`src/dual_timer_defs.vh`:
```
// Purpose: constants for the dual timer/counter pair
// Assumes: registers reached over a plain address/strobe port
// Notes: offsets are word indices on the local register port
//
// What this block does
// - low byte overflow bumps high byte; high byte overflow sets the unit's flag
// - setting run bit continues from held count bytes, nothing cleared
// - timer source counts once per six-clock peripheral cycle
// - counter source samples pin per cycle, counts on high-then-low samples
// - unit zero uses mode low nibble and control bits 4,5
// - gate clear: run bit alone enables; gate set adds gate pin
// - rollover from all ones to zero sets overflow flag and interrupt request
// - mode 0 is thirteen bits: five-bit prescaler then high byte
// - mode 2 counts low byte, reloads from high byte on overflow
// - overflow flag cleared by hardware when interrupt is serviced
// - unit zero mode 3 low byte is own 8-bit counter
// - unit zero mode 3 high byte times by six, uses unit one run and flag
// - unit one modes 0..2 as unit zero; mode 3 holds count
// - unit one uses mode high nibble and control bits 6,7
// - unit one overflow offered as serial baud source, except while unit zero is in mode 3 (then unit zero high byte overflow)
// - gate set: counts only while gate pin high and run set
// - mode field 01 sixteen bit, 10 auto-reload, 11 mode 3
// - control, mode and count bytes reset to zero
`ifndef DUAL_TIMER_DEFS_VH
`define DUAL_TIMER_DEFS_VH
`define ADDR_CTRL        3'h0
`define ADDR_MODE        3'h1
`define ADDR_LOW0        3'h2
`define ADDR_LOW1        3'h3
`define ADDR_HIGH0       3'h4
`define ADDR_HIGH1       3'h5
`define RESET_BYTE       8'h00
`define PER_CYCLE_CLKS   3'h6
`define MODE_13BIT       2'h0
`define MODE_16BIT       2'h1
`define MODE_RELOAD      2'h2
`define MODE_SPLIT       2'h3
`define CTRL_RUN0        4
`define CTRL_FLAG0       5
`define CTRL_RUN1        6
`define CTRL_FLAG1       7
`endif

```
`src/dual_timer_counter_pair.v`:
```
// Purpose: two 16-bit timer/counters with 13-bit, 16-bit, reload and split modes
// Assumes: clk is the peripheral clock; pins are asynchronous to it
// Notes: control bits 0..3 (external interrupt) are plain storage here
// Notes: control bits sit in four flop groups (bits 0..4 with run0, run1, flag0, flag1) so that every bit has one driver
// Notes: overflow flags favour the hardware set over a same-cycle clear
//
// Added by the designer: the register offsets and the plain strobed port.
`include "dual_timer_defs.vh"
`default_nettype none
module dual_timer_counter_pair
(
   input  wire       clk,
   input  wire       sys_rst,
   input  wire [2:0] addr,
   input  wire [7:0] wr_data,
   input  wire       wr_stb,
   input  wire       rd_stb,
   output reg  [7:0] rd_data,
   input  wire       count_pin_unit0,
   input  wire       count_pin_unit1,
   input  wire       gate_pin_unit0,
   input  wire       gate_pin_unit1,
   input  wire       irq_ack_unit0,
   input  wire       irq_ack_unit1,
   output wire       irq_unit0,
   output wire       irq_unit1,
   output reg        baud_tick
);
   wire [7:0] ctrl_q;
   reg  [4:0] ctrl_lo_q;
   reg        run1_q;
   reg        flag0_q;
   reg        flag1_q;
   reg  [7:0] mode_q;
   reg  [7:0] low0_q;
   reg  [7:0] low1_q;
   reg  [7:0] high0_q;
   reg  [7:0] high1_q;
   reg  [2:0] div_q;
   reg  [1:0] cp0_s;
   reg  [1:0] cp1_s;
   reg  [1:0] gp0_s;
   reg  [1:0] gp1_s;
   reg        cp0_last_q;
   reg        cp1_last_q;
   wire       per_tick;
   wire       src0;
   wire       src1;
   wire       en0;
   wire       en1;
   wire [1:0] m0;
   wire [1:0] m1;
   reg  [7:0] low0_d;
   reg  [7:0] high0_d;
   reg  [7:0] low1_d;
   reg  [7:0] high1_d;
   reg        ovf0;
   reg        ovf1;

   // peripheral cycle strobe: one clk in six
   assign per_tick = (div_q == `PER_CYCLE_CLKS - 3'h1);
   always @(posedge clk or posedge sys_rst)
   begin
      if (sys_rst)
         div_q <= 3'h0;
      else if (per_tick)
         div_q <= 3'h0;
      else
         div_q <= div_q + 3'h1;
   end

   // two-flop synchronisers; only the second stage is read
   always @(posedge clk or posedge sys_rst)
   begin
      if (sys_rst)
      begin
         cp0_s <= 2'h0;
         cp1_s <= 2'h0;
         gp0_s <= 2'h0;
         gp1_s <= 2'h0;
      end
      else
      begin
         cp0_s <= {cp0_s[0], count_pin_unit0};
         cp1_s <= {cp1_s[0], count_pin_unit1};
         gp0_s <= {gp0_s[0], gate_pin_unit0};
         gp1_s <= {gp1_s[0], gate_pin_unit1};
      end
   end

   // count pins sampled once per peripheral cycle
   always @(posedge clk or posedge sys_rst)
   begin
      if (sys_rst)
      begin
         cp0_last_q <= 1'b0;
         cp1_last_q <= 1'b0;
      end
      else if (per_tick)
      begin
         cp0_last_q <= cp0_s[1];
         cp1_last_q <= cp1_s[1];
      end
   end

   assign m0 = mode_q[1:0];
   assign m1 = mode_q[5:4];

   // selected input: timer tick or sampled falling edge
   assign src0 = mode_q[2] ? (per_tick & cp0_last_q & ~cp0_s[1])
                           : per_tick;
   assign src1 = mode_q[6] ? (per_tick & cp1_last_q & ~cp1_s[1])
                           : per_tick;
   // gate only restricts, never replaces, the run bit
   assign en0 = ctrl_q[`CTRL_RUN0] & (~mode_q[3] | gp0_s[1]);
   assign en1 = ctrl_q[`CTRL_RUN1] & (~mode_q[7] | gp1_s[1]);

   // next count values; counting continues from held bytes
   always @*
   begin
      low0_d  = low0_q;
      high0_d = high0_q;
      low1_d  = low1_q;
      high1_d = high1_q;
      ovf0    = 1'b0;
      ovf1    = 1'b0;
      if (en0 & src0)
      begin
         case (m0)
            `MODE_13BIT:
            begin
               low0_d = {low0_q[7:5], low0_q[4:0] + 5'h01};
               if (low0_q[4:0] == 5'h1f)
               begin
                  high0_d = high0_q + 8'h01;
                  ovf0    = (high0_q == 8'hff);
               end
            end
            `MODE_16BIT:
            begin
               low0_d = low0_q + 8'h01;
               if (low0_q == 8'hff)
               begin
                  high0_d = high0_q + 8'h01;
                  ovf0    = (high0_q == 8'hff);
               end
            end
            `MODE_RELOAD:
            begin
               low0_d = (low0_q == 8'hff) ? high0_q : low0_q + 8'h01;
               ovf0   = (low0_q == 8'hff);
            end
            default:
            begin
               low0_d = low0_q + 8'h01;
               ovf0   = (low0_q == 8'hff);
            end
         endcase
      end
      // split mode: high byte of unit zero on unit one's run bit
      if (m0 == `MODE_SPLIT && ctrl_q[`CTRL_RUN1] && per_tick)
      begin
         high0_d = high0_q + 8'h01;
         ovf1    = (high0_q == 8'hff);
      end
      if (en1 & src1)
      begin
         case (m1)
            `MODE_13BIT:
            begin
               low1_d = {low1_q[7:5], low1_q[4:0] + 5'h01};
               if (low1_q[4:0] == 5'h1f)
               begin
                  high1_d = high1_q + 8'h01;
                  ovf1    = ovf1 | (m0 != `MODE_SPLIT && high1_q == 8'hff);
               end
            end
            `MODE_16BIT:
            begin
               low1_d = low1_q + 8'h01;
               if (low1_q == 8'hff)
               begin
                  high1_d = high1_q + 8'h01;
                  ovf1    = ovf1 | (m0 != `MODE_SPLIT && high1_q == 8'hff);
               end
            end
            `MODE_RELOAD:
            begin
               low1_d = (low1_q == 8'hff) ? high1_q : low1_q + 8'h01;
               ovf1   = ovf1 | (m0 != `MODE_SPLIT && low1_q == 8'hff);
            end
            default:
            begin
               low1_d = low1_q;
            end
         endcase
      end
   end

   // count bytes; hardware updates yield to a software write of the same byte
   // a write while running is the user's problem, the write simply wins
   always @(posedge clk or posedge sys_rst)
   begin
      if (sys_rst)
      begin
         low0_q  <= `RESET_BYTE;
         low1_q  <= `RESET_BYTE;
         high0_q <= `RESET_BYTE;
         high1_q <= `RESET_BYTE;
      end
      else
      begin
         low0_q  <= (wr_stb && addr == `ADDR_LOW0)  ? wr_data : low0_d;
         low1_q  <= (wr_stb && addr == `ADDR_LOW1)  ? wr_data : low1_d;
         high0_q <= (wr_stb && addr == `ADDR_HIGH0) ? wr_data : high0_d;
         high1_q <= (wr_stb && addr == `ADDR_HIGH1) ? wr_data : high1_d;
      end
   end

   // mode register: no guard against a change while running
   always @(posedge clk or posedge sys_rst)
   begin
      if (sys_rst)
         mode_q <= `RESET_BYTE;
      else if (wr_stb && addr == `ADDR_MODE)
         mode_q <= wr_data;
   end

   // run bits and external-interrupt storage bits, software only
   always @(posedge clk or posedge sys_rst)
   begin
      if (sys_rst)
      begin
         ctrl_lo_q <= 5'h00;
         run1_q    <= 1'b0;
      end
      else if (wr_stb && addr == `ADDR_CTRL)
      begin
         ctrl_lo_q <= wr_data[`CTRL_RUN0:0];
         run1_q    <= wr_data[`CTRL_RUN1];
      end
   end

   // flag of unit zero: a same-cycle overflow beats both write and service clear
   always @(posedge clk or posedge sys_rst)
   begin
      if (sys_rst)
         flag0_q <= 1'b0;
      else if (ovf0)
         flag0_q <= 1'b1;
      else if (wr_stb && addr == `ADDR_CTRL)
         flag0_q <= wr_data[`CTRL_FLAG0];
      else if (irq_ack_unit0)
         flag0_q <= 1'b0;
   end

   // flag of unit one; in split mode it belongs to the high byte of unit zero
   always @(posedge clk or posedge sys_rst)
   begin
      if (sys_rst)
         flag1_q <= 1'b0;
      else if (ovf1)
         flag1_q <= 1'b1;
      else if (wr_stb && addr == `ADDR_CTRL)
         flag1_q <= wr_data[`CTRL_FLAG1];
      else if (irq_ack_unit1)
         flag1_q <= 1'b0;
   end

   // control byte as software sees it
   assign ctrl_q = {flag1_q, run1_q, flag0_q, ctrl_lo_q};

   assign irq_unit0 = ctrl_q[`CTRL_FLAG0];
   assign irq_unit1 = ctrl_q[`CTRL_FLAG1];

   // baud source: one-cycle pulse on every ovf1 event (unit one, or unit zero high byte in split mode)
   always @(posedge clk or posedge sys_rst)
   begin
      if (sys_rst)
         baud_tick <= 1'b0;
      else
         baud_tick <= ovf1;
   end

   // read port: data stand the cycle after the strobe; unmapped reads zero
   always @(posedge clk or posedge sys_rst)
   begin
      if (sys_rst)
         rd_data <= 8'h00;
      else if (rd_stb)
      begin
         case (addr)
            `ADDR_CTRL:  rd_data <= ctrl_q;
            `ADDR_MODE:  rd_data <= mode_q;
            `ADDR_LOW0:  rd_data <= low0_q;
            `ADDR_LOW1:  rd_data <= low1_q;
            `ADDR_HIGH0: rd_data <= high0_q;
            `ADDR_HIGH1: rd_data <= high1_q;
            default:     rd_data <= 8'h00;
         endcase
      end
      else
         rd_data <= 8'h00;
   end
endmodule
`default_nettype wire

```
`config.mk`:
```
export PLATFORM = sky130hd
export DESIGN_NAME = dual_timer_counter_pair
export DESIGN_NICKNAME = d
export VERILOG_FILES = /design/src/dual_timer_counter_pair.v
export VERILOG_INCLUDE_DIRS = /design/src /design/src/src
export SDC_FILE = /design/constraint.sdc
export NUM_CORES = 1
export LEC_CHECK = 0
export ABC_CLOCK_PERIOD_IN_PS = 5700
export BUFFER_PORTS_ARGS = -buffer_cell sky130_fd_sc_hd__clkbuf_2
export CORE_ASPECT_RATIO = 1.25
export CORE_UTILIZATION = 30
export DETAILED_ROUTE_END_ITERATION = 8
export GPL_TIMING_DRIVEN = 1
export SYNTH_ARGS = -nofsm -noshare
export SYNTH_HDL_FRONTEND = slang
export SYNTH_SLANG_ARGS = --single-unit
```
`constraint.sdc`:
```
create_clock -name clk -period 5.7 [get_ports clk]
set_input_delay 0.57 -clock clk [delete_from_list [all_inputs] [get_ports clk]]
set_output_delay 0.57 -clock clk [all_outputs]
set_load 0.005 [all_outputs]
```
==> summary.md, run 1 <==
| Metric | Value |
|---|---|
| Status | `completed` |
| Leak | `2.08 nW` |
| Cell family with most CP delay | `compound AO/OA/AOI/OAI gates` |
| CTS tree | `built` |
| Die Ht | `134 um` |
| Final Cycle Share | `45.2%` |
| Nets | `approximately 500` |
| Vias in the first global route | `between 3000 and 4000` |
| IO Pins | `32` |
| Mean post-synth cell area | `around 9.5 um2` |
| # diodes | `0` |
| RSZ-0062 raised after global routing | `false` |
| Total gr overflow | `0` |
| First-pass GRT wire length | `about 19000 um` |
| Synth warn | `0` |
| Buf+Inv Stages, Crit Path | `1` |
| Drt drc | `0` |
| CP max FO | `7` |
| Setup crit start kind | `flop` |
| Max-Cap Viols | `0` |
| EDFF count, synth | `0` |
| Mapped Area | `4190 um2` |
| Pwr/cell area | `around 360 nW/um2` |
| HPWL after detailed placement | `around 9000 um` |
| Die area | `~14000 um2` |
| Antenna violations before repair | `0` |
| Routed WL per cell | `~19 um` |
| Post-CTS setup buffers | `0` |
| DR pass1 iterations | `5` |
| Placed Cells | `625` |
| Hold Crit Class | `in -> reg` |
| Critical-path top delay cell | `a2111oi_2` |
| Post-synth top flop | `dfrtp_1` |
| Row cnt | `47` |
| Worst path max stage delay | `roughly 0.68 ns` |
| Overall power | `0.00176 W` |
| Worst EP required | `just under 6 ns` |
| Clock Latency Late Sink | `0.35 ns` |
| Reg2reg path depth | `9` |
| Crit path DAT | `between 2 and 3 ns` |
| Fmax | `a little under 400 MHz` |
| Final setup violation count | `0` |
| Final min period | `approximately 2.6 ns` |
| Clock skew | `between 0.006 and 0.007 ns` |
| Yosys cell types | `just over 60` |
| Layout Cells excl Fill | `641` |
| Max IR drop VDD | `0.119 mV` |
| CTS Buf Count | `9` |
| Critical path, cell by cell | `ha_1 > nand3_1 > inv_1 > ha_1 > mux2i_1 > a2111oi_2 > nand3_1 > xnor2_1 > mux2_2` |
| Post-CTS sizing | `0` |
| Reg2reg start | `low1_q[0]` |
| Fin. Hold Viols | `0` |
| Register-to-register setup slack | `3.13 ns` |
| Ranking of synthesized cells by area | `dfrtp_1 (42%), mux2i_1 (5.5%), mux2_2 (4.8%), nand2_1 (4.7%), o21ai_0 (3.5%)` |
| Initial core utilization | `between 30 and 40%` |
| Antenna viol nets, final | `0` |
| Setup TNS | `0 ns` |
| Syn_nets | `~470` |
| Clock Pin Slew Worst Setup and Hold Paths | `around 0.060 ns` |
| # port buffers | `31` |
| Worst path depth | `9` |
| Synth async-reset ratio | `100%` |
| CP Capture Point | `high1_q[3]` |
| Largest net degree at the start of global routing | `71` |
| Final core utilization | `36.0%` |
| CTS Buffer Depth | `2` |
| Die width | `108 um` |
| CTS Sinks | `70` |
| Cts hold-fix bufs | `0` |
| Clk root buf | `clkbuf_16` |
| Crit path kind | `reg -> reg` |
| Area Growth Syn to Fin | `15.3%` |
| Crit path from | `low1_q[0]` |
| Crit. End Element | `flop` |
| Max Slew Vio Count | `0` |
| Post-synthesis sequential area ratio | `a little over two fifths` |
| Synthesized flop and latch total | `70` |
| Top-area cell type share of the netlist area | `between 40% and 50%` |
| Cell taking the most area after synthesis | `dfrtp_1` |
| R2R Path End | `high1_q[3]` |
| Slew @ Worst Pin | `about 1.1 ns` |
| Vias per cell | `roughly 5.6` |
| Total core area | `roughly 13000 um2` |
| Vias post-DR | `approximately 3600` |
| Final WL | `between 10000 and 15000 um` |
| CTS H-Tree Depth | `3` |
| Rel. slew slack | `23.4%` |
| Share of layout cells above drive strength 1 | `17.2%` |
| Gpl congestion | `~0.91` |
| Initial DRC count | `around 300` |
| Gr usage total | `about 18%` |
| Mapped Cells | `between 400 and 500` |
-- cells in the final DEF, fill, tap and decap left out, types with 3 or more instances in the layout --
| cell | instances |
|---|---|
| or2_2 | 3 |
| nor3b_1 | 4 |
| ha_1 | 10 |
| inv_1 | 14 |
| nor3_1 | 9 |
| and3_1 | 10 |
| nand4b_1 | 4 |
| mux2_2 | 18 |
| nand2b_1 | 8 |
| nor2_1 | 27 |
| clkbuf_2 | 31 |
| o21ai_0 | 29 |
| o221ai_1 | 4 |
| buf_4 | 3 |
| a32oi_1 | 5 |
| and2_1 | 6 |
| a21oi_1 | 14 |
| mux2i_1 | 23 |
| a21o_1 | 9 |
| xnor2_1 | 3 |
| o31ai_1 | 3 |
| a211oi_1 | 4 |
| a2bb2oi_1 | 3 |
| clkbuf_16 | 9 |
| a31oi_1 | 3 |
| a221oi_1 | 4 |
| xor2_1 | 7 |
| nand4_1 | 3 |
| nand3_1 | 18 |
| nor2b_1 | 10 |
| nand2_1 | 52 |
| dfrtp_1 | 70 |
| a22oi_1 | 3 |
-- synthesized netlist by cell type (4+ instances only) --
library cell,number
nand4b_1,4
nor2_1,27
a211oi_1,4
a32oi_1,5
nand3_1,18
clkbuf_1,20
a221oi_1,4
xor2_1,7
mux2i_1,23
mux2_2,18
inv_1,15
ha_1,10
nor3_1,9
nor3b_1,4
nor2b_1,10
a21oi_1,14
a21o_1,9
and3_1,10
o21ai_0,29
o221ai_1,4
nand2b_1,8
dfrtp_1,70
and2_1,6
nand2_1,52
-- kinds of logic after synthesis --
family                   share of synthesized area (%)
flip-flops                                        41.8
XOR/XNOR                                          2.09
AO/OA/AOI/OAI                                     18.5
adder cells (fa/ha/maj)                           2.99
multiplexers                                      11.4
buffers and inverters                             3.35
AND/OR/NAND/NOR                                   19.8
-- layer usage --
metal  vias to the layer above  track usage, %  part of all wire (%)
met3                        33            3.45                   4.9
met1                      1749            21.2                    42
li1                       1669               -                     -
met2                       111            28.8                    49
met5                         -               0                     0
met4                         0            10.5                   4.2
-- where the power goes --
group          internal [W]  switching [W]  total, W
registers          0.000591       0.000145  0.000736
logic              0.000185       0.000211  0.000396
clock network      0.000398       0.000232  0.000630
total               0.00117       0.000588   0.00176
-- flip-flops by register name, indices dropped and copies added, names as in the netlist --
name / flops
mode_q: 8
low1_q: 8
irq_unit0: 1
irq_unit1: 1
cp0_s: 2
rd_data: 8
low0_q: 8
high0_q: 8
high1_q: 8
div_q: 3
baud_tick: 1
cp1_s: 2
gp0_s: 2
gp1_s: 2
cp0_last_q: 1
cp1_last_q: 1
run1_q: 1
ctrl_lo_q: 5
-- area by class of cell --
cell class / count / area [um2]
Tap cell: 171 / 214
Fill cell: 1345 / 8580
Inverter: 15 / 56.3
Sequential cell: 70 / 1750
Multi-Input combinational cell: 335 / 2300
Timing Repair Buffer: 34 / 178
Clock inverter: 6 / 93.8
Clock buffer: 10 / 239
-- stage by stage --
step,hold slack (ns),worst slack [ns],area (um2)
finish,0.327,3.13,4830
global route,0.323,2.89,4830
CTS,0.322,3.16,4830
detailed placement,0.336,3.07,4500
global placement,0.333,3.14,4500
floorplan,0.331,3.36,4190
-- worst min-delay path by stage --
stage	start	to	slack (ns)	cells past startpoint
final	count_pin_unit0	cp0_s[0]	0.33	1
after global routing	count_pin_unit1	cp1_s[0]	0.32	1
after global placement	gp0_s[0]	gp0_s[1]	0.33	0
after CTS	count_pin_unit1	cp1_s[0]	0.32	1
after detailed placement	gp0_s[0]	gp0_s[1]	0.34	0
after floorplan	cp0_s[0]	cp0_s[1]	0.33	0
Note: power is estimated with default switching activity, not from simulation.
==> run 2, diff against run 1 <==
--- a/config.mk
+++ b/config.mk
@@ -6,7 +6,7 @@
 export SDC_FILE = /design/constraint.sdc
 export NUM_CORES = 1
 export LEC_CHECK = 0
-export ABC_CLOCK_PERIOD_IN_PS = 5700
+export ABC_CLOCK_PERIOD_IN_PS = 2600
 export BUFFER_PORTS_ARGS = -buffer_cell sky130_fd_sc_hd__clkbuf_2
 export CORE_ASPECT_RATIO = 1.25
 export CORE_UTILIZATION = 30
==> constraint.sdc (replaced) <==
create_clock -name clk -period 2.6 [get_ports clk]
set_input_delay 0.26 -clock clk [delete_from_list [all_inputs] [get_ports clk]]
set_output_delay 0.26 -clock clk [all_outputs]
set_load 0.005 [all_outputs]
==> run 2 against run 1 <==
Sequential power grew 120%. Critical path depth shrank 1. Count of clock-buffer cells in the layout is the same. Cell area grew 1.7%. Sequential share of layout area shrank 0.60 points. Routed wire length shrank 0.66%. Flip-flop and latch count is the same. Via count grew 3.1%. Fmax grew 7.5%. Largest cell class unchanged.
==> summary.md, run 2 (same netlist as run 1, synthesis figures left out) <==
| Metric | Value |
|---|---|
| Status | `completed` |
| Area Growth Syn to Fin | `17.3%` |
| CP max FO | `10` |
| # port buffers | `31` |
| R2R Path End | `high0_q[4]` |
| # diodes | `0` |
| Cts hold-fix bufs | `1` |
| CTS tree | `built` |
| Initial core utilization | `a little under a third` |
| Gpl congestion | `roughly 0.96` |
| Hold Path Origin | `count_pin_unit1` |
| Nets | `between 500 and 600` |
| Crit path from | `low0_q[0]` |
| Worst path max stage delay | `around 0.56 ns` |
| Worst hold path cell count | `1` |
| Clock power share | `between 30% and 40%` |
| Total core area | `13400 um2` |
| IO Pins | `32` |
| Worst setup margin | `roughly 0.2 ns` |
| Clk root buf | `clkbuf_16` |
| Share of layout cells above drive strength 1 | `around a fifth` |
| Hold Crit Class | `in -> reg` |
| HPWL after detailed placement | `between 8000 and 9000 um` |
| Combinational share of power | `23.0%` |
| Final min period | `about 2.4 ns` |
| Reg2reg path depth | `8` |
| Worst EP required | `~2.8 ns` |
| RSZ-0062 raised after global routing | `false` |
| Vias per cell | `5.62` |
| Fin. Hold Viols | `0` |
| Reg power frac | `41.8%` |
| Vias in the first global route | `between 3000 and 4000` |
| P_sw | `roughly 0.0013 W` |
| Antenna violations before repair | `0` |
| Buf+Inv Stages, Crit Path | `0` |
| Gr usage total | `between 15 and 20%` |
| Critical-path top delay cell | `o32ai_4` |
| Worst Hold End | `cp1_s[0]` |
| Final WL | `~12000 um` |
| Reg2reg start | `low0_q[0]` |
| Final Cycle Share | `92.1%` |
| Cell family with most CP delay | `compound AO/OA/AOI/OAI gates` |
| Final setup violation count | `0` |
| Setup crit start kind | `flop` |
| Max IR drop VDD | `~0.4 mV` |
| Commonest non-fill, non-tap cells in the layout | `dfrtp_1 (70), nand2_1 (52), clkbuf_2 (31)` |
| Die area | `14400 um2` |
| Initial DRC count | `roughly 270` |
| Total gr overflow | `0` |
| Crit path DAT | `around 2.6 ns` |
| Crit. End Element | `flop` |
| Max Slew Vio Count | `0` |
| Drt drc | `0` |
| Vias post-DR | `3673` |
| Critical path, cell by cell | `ha_1 > and3_1 > ha_1 > nor2b_1 > a41oi_1 > o32ai_4 > nand4_1 > a31o_2` |
| Clock Latency Late Sink | `0.35 ns` |
| Pwr/cell area | `roughly 780 nW/um2` |
| First-pass GRT wire length | `approximately 19000 um` |
| Most common cell after layout, fill and taps aside | `dfrtp_1` |
| Antenna viol nets, final | `0` |
| CTS Sinks | `70` |
| Most frequent CP cell | `ha_1` |
| Max-Cap Viols | `0` |
| Routed WL per cell | `18.4 um` |
| Setup TNS | `0 ns` |
| CTS Buffer Depth | `2` |
| Layout Cells excl Fill | `between 600 and 700` |
| Largest net degree at the start of global routing | `30` |
| Placed Cells | `~640` |
| Register-to-register setup slack | `roughly 0.2 ns` |
| CTS Buf Count | `9` |
| Leak | `2.13 nW` |
| Die width | `about 110 um` |
| Fillers | `1340` |
| P_int | `between 0.002 and 0.003 W` |
| WHS | `around 0.022 ns` |
| Row cnt | `47` |
| Crit path kind | `reg -> reg` |
| Fmax | `around 420 MHz` |
| Rel. slew slack | `roughly 60%` |
| Clock Pin Slew Worst Setup and Hold Paths | `around 0.06 ns` |
| Place WS | `roughly 0.24 ns` |
| Switching part of the total | `between 30% and 40%` |
| CTS H-Tree Depth | `3` |
| Die Ht | `around 130 um` |
| Clock skew | `just under 0.007 ns` |
| Post-CTS setup buffers | `0` |
| Post-CTS sizing | `0` |
| DR pass1 iterations | `5` |
| Slew @ Worst Pin | `slightly above 0.6 ns` |
run 2: power by group through the flow:
stage / logic [W] / registers, W / clock network (W)
4_1_cts: 0.000877 / 0.00159 / 0.00138
2_1_floorplan: 0.000678 / 0.00148 / 0
5_1_grt: 0.000988 / 0.00163 / 0.00140
3_5_place_dp: 0.000867 / 0.00161 / 0
6_report: 0.000882 / 0.00160 / 0.00135
3_3_place_gp: 0.000855 / 0.00160 / 0
run 2: layout make-up:
cell class              count  area, um2  share of cell area, %
repair buffers             46        270                   5.50
flip-flops and latches     70       1750                   35.7
inverters                  15       56.3                   1.15
clock buffers              10        229                   4.66
multi-input cells         335       2300                   46.8
clock inverters             6       92.6                   1.89
well taps                 171        214                   4.36
run 2: worst max path at each step:
stage,end,slack (ns),cells past startpoint
finish,high0_q[4],0.20,8
global route,high1_q[3],0.03,10
CTS,high0_q[4],0.23,8
detailed placement,high0_q[4],0.24,8
global placement,high0_q[4],0.34,8
floorplan,high1_q[3],0.35,9
run 2: routing by layer:
metal  wire, um  global-route usage (%)
met4        555                    10.4
met2       5740                    28.5
met1       5000                    21.1
met3        702                    4.03
met5          0                       0
run 2: worst register-to-register path: stages (launching register included):
cell	delay [ns]
dfrtp_1	0.41
ha_1	0.21
and3_1	0.26
ha_1	0.20
nor2b_1	0.14
a41oi_1	0.08
o32ai_4	0.56
nand4_1	0.17
a31o_2	0.26
run 2: stage by stage:
step                      utilization (%)  total power (W)  instance area [um2]
after global placement               34.2          0.00246                 4580
after floorplan                         -          0.00216                 4190
after global routing                 36.6          0.00402                 4910
after detailed placement             34.2          0.00248                 4580
final                                36.6          0.00383                 4910
after CTS                            36.6          0.00385                 4910
==> run 3, diff against run 2 <==
--- a/config.mk
+++ b/config.mk
@@ -11,7 +11,8 @@
 export CORE_ASPECT_RATIO = 1.25
 export CORE_UTILIZATION = 30
 export DETAILED_ROUTE_END_ITERATION = 8
-export GPL_TIMING_DRIVEN = 1
+export GPL_TIMING_DRIVEN = 0
+export SKIP_CTS_REPAIR_TIMING = 1
 export SYNTH_ARGS = -nofsm -noshare
 export SYNTH_HDL_FRONTEND = slang
 export SYNTH_SLANG_ARGS = --single-unit
==> run 3 against run 2 <==
Critical path type unchanged. Global-route usage rose by 0.69 points. Largest power group unchanged. Combinational power is 2.5% higher. Clock skew increased by 0.0012 ns. First-iteration DRC count increased by 11%. Highest routed layer unchanged. Setup slack worse by 0.046 ns. Clock power hardly changed. Largest cell class unchanged.
==> summary.md, run 3 (same netlist as run 1, synthesis figures left out) <==
| Metric | Value |
|---|---|
| Status | `completed` |
| Cell family with most CP delay | `compound AO/OA/AOI/OAI gates` |
| Die area | `14400 um2` |
| Row cnt | `47` |
| First-pass GRT wire length | `a little under 20000 um` |
| CTS Sinks | `70` |
| Worst setup margin | `between 0.15 and 0.2 ns` |
| Worst Hold End | `gp1_s[0]` |
| Rel. slew slack | `42.3%` |
| Worst path depth | `10` |
| CTS Buffer Depth | `2` |
| Combinational share of power | `around a quarter` |
| CTS Buf Count | `9` |
| Nets | `approximately 520` |
| Most common cell after layout, fill and taps aside | `dfrtp_1` |
| Final min period | `2.44 ns` |
| Largest net degree at the start of global routing | `71` |
| Overall power | `just under 0.004 W` |
| Final setup violation count | `0` |
| Drt drc | `0` |
| Antenna violations before repair | `0` |
| Final Cycle Share | `93.9%` |
| Gpl congestion | `between 0.9 and 1` |
| Initial DRC count | `295` |
| Reg2reg path depth | `10` |
| Switching part of the total | `33.7%` |
| Critical path, cell by cell | `ha_1 > and3_1 > clkbuf_1 > ha_1 > nor2b_1 > a41oi_1 > o32ai_4 > buf_12 > a2bb2oi_1 > a31o_2` |
| Fin. Hold Viols | `0` |
| Clock skew | `0.00813 ns` |
| HPWL after detailed placement | `roughly 9000 um` |
| Most frequent CP cell | `ha_1` |
| Share of layout cells above drive strength 1 | `between 10% and 20%` |
| P_int | `0.00255 W` |
| Total core area | `about 13000 um2` |
| CTS tree | `built` |
| Clock Latency Late Sink | `between 0.3 and 0.4 ns` |
| Clock Pin Slew Worst Setup and Hold Paths | `~0.060 ns` |
| Gr usage total | `a little under a fifth` |
| Setup crit start kind | `flop` |
| Reg2reg start | `low0_q[0]` |
| Buf+Inv Stages, Crit Path | `2` |
| Slew @ Worst Pin | `approximately 0.87 ns` |
| Antenna viol nets, final | `0` |
| Commonest non-fill, non-tap cells in the layout | `dfrtp_1 (70), nand2_1 (52), clkbuf_2 (30)` |
| Worst EP required | `2.83 ns` |
| Final WL | `roughly 12000 um` |
| Leak | `2.09 nW` |
| Pwr/cell area | `between 700 and 800 nW/um2` |
| Place WS | `~0.0075 ns` |
| DR pass1 iterations | `5` |
| Max IR drop VDD | `approximately 0.28 mV` |
| Area Growth Syn to Fin | `17.3%` |
| Initial core utilization | `a little under a third` |
| Design Area, Final | `around 5000 um2` |
| Crit path kind | `reg -> reg` |
| Worst hold path cell count | `1` |
| Vias per cell | `around 5.5` |
| Worst path max stage delay | `between 0.4 and 0.5 ns` |
| Vias post-DR | `3648` |
| CTS H-Tree Depth | `3` |
| Die width | `108 um` |
| Max Slew Vio Count | `0` |
| # diodes | `0` |
| P_sw | `around 0.0013 W` |
| Fmax | `around 400 MHz` |
| Crit path DAT | `roughly 2.7 ns` |
| Die Ht | `134 um` |
| Reg power frac | `41.5%` |
| Critical-path top delay cell | `dfrtp_1` |
| Max-Cap Viols | `0` |
| Total gr overflow | `0` |
| DP Area | `roughly 4600 um2` |
| Setup TNS | `0 ns` |
| R2R Path End | `high0_q[4]` |
| Clock power share | `roughly a third` |
| Routed WL per cell | `approximately 19 um` |
| RSZ-0062 raised after global routing | `false` |
| Register-to-register setup slack | `between 0.15 and 0.2 ns` |
| Fillers | `approximately 1400` |
| IO Pins | `32` |
| CP max FO | `10` |
| Vias in the first global route | `between 3000 and 4000` |
| # port buffers | `30` |
| Crit. End Element | `flop` |
| Hold Path Origin | `gate_pin_unit1` |
| Clk root buf | `clkbuf_16` |
| Hold Crit Class | `in -> reg` |
run 3: changes by cell type in the layout (fill, tap and decap cells not counted), moves of 2 or more:
cell        before  now
clkinv_4         0    3
buf_4           14    0
clkbuf_1         1   21
clkinvlp_4       2    0
run 3: final cells by class:
cell class,instances,area [um2],share of cell area [%]
repair buffers,31,170,3.46
flip-flops and latches,70,1750,35.7
multi-input cells,335,2310,47.0
inverters,15,58.8,1.20
clock buffers,10,229,4.66
well taps,171,214,4.36
clock inverters,6,95.1,1.94
plain buffers,22,83.8,1.71
run 3: power groups by stage:
stage               Combinational, W  Clock (W)  Sequential (W)
global placement            0.000863          0         0.00160
detailed placement          0.000885          0         0.00160
finish                      0.000904    0.00135         0.00160
CTS                         0.000892    0.00137         0.00158
global route                 0.00102    0.00142         0.00162
floorplan                   0.000678          0         0.00148
run 3: routing by layer:
metal	vias to the layer above	global-route usage [%]	share of wire (%)
li1	1714	-	-
met1	1756	22.1	41
met2	143	30.0	49
met3	35	3.16	5.2
met4	0	11.0	5.1
met5	-	0	0
run 3: worst max-delay path by stage:
stage                         start         end  slack [ns]
final                     low0_q[0]  high0_q[4]        0.16
after CTS                 low1_q[1]  high1_q[3]       -0.03
after detailed placement  low1_q[1]  high1_q[3]       0.007
after global routing      low0_q[0]  high0_q[4]       0.008
after global placement      sys_rst  high0_q[1]       -0.37
after floorplan           low1_q[0]  high1_q[3]        0.35
run 3: through the flow:
stage / util [%] / std cells / hold slack (ns)
4_1_cts: 36.4 / 659 / 0.0146
3_3_place_gp: 33.9 / 643 / 0.333
6_report: 36.6 / 660 / 0.0232
5_1_grt: 36.6 / 660 / 0.0134
2_1_floorplan: - / 442 / 0.291
3_5_place_dp: 34.0 / 643 / 0.336
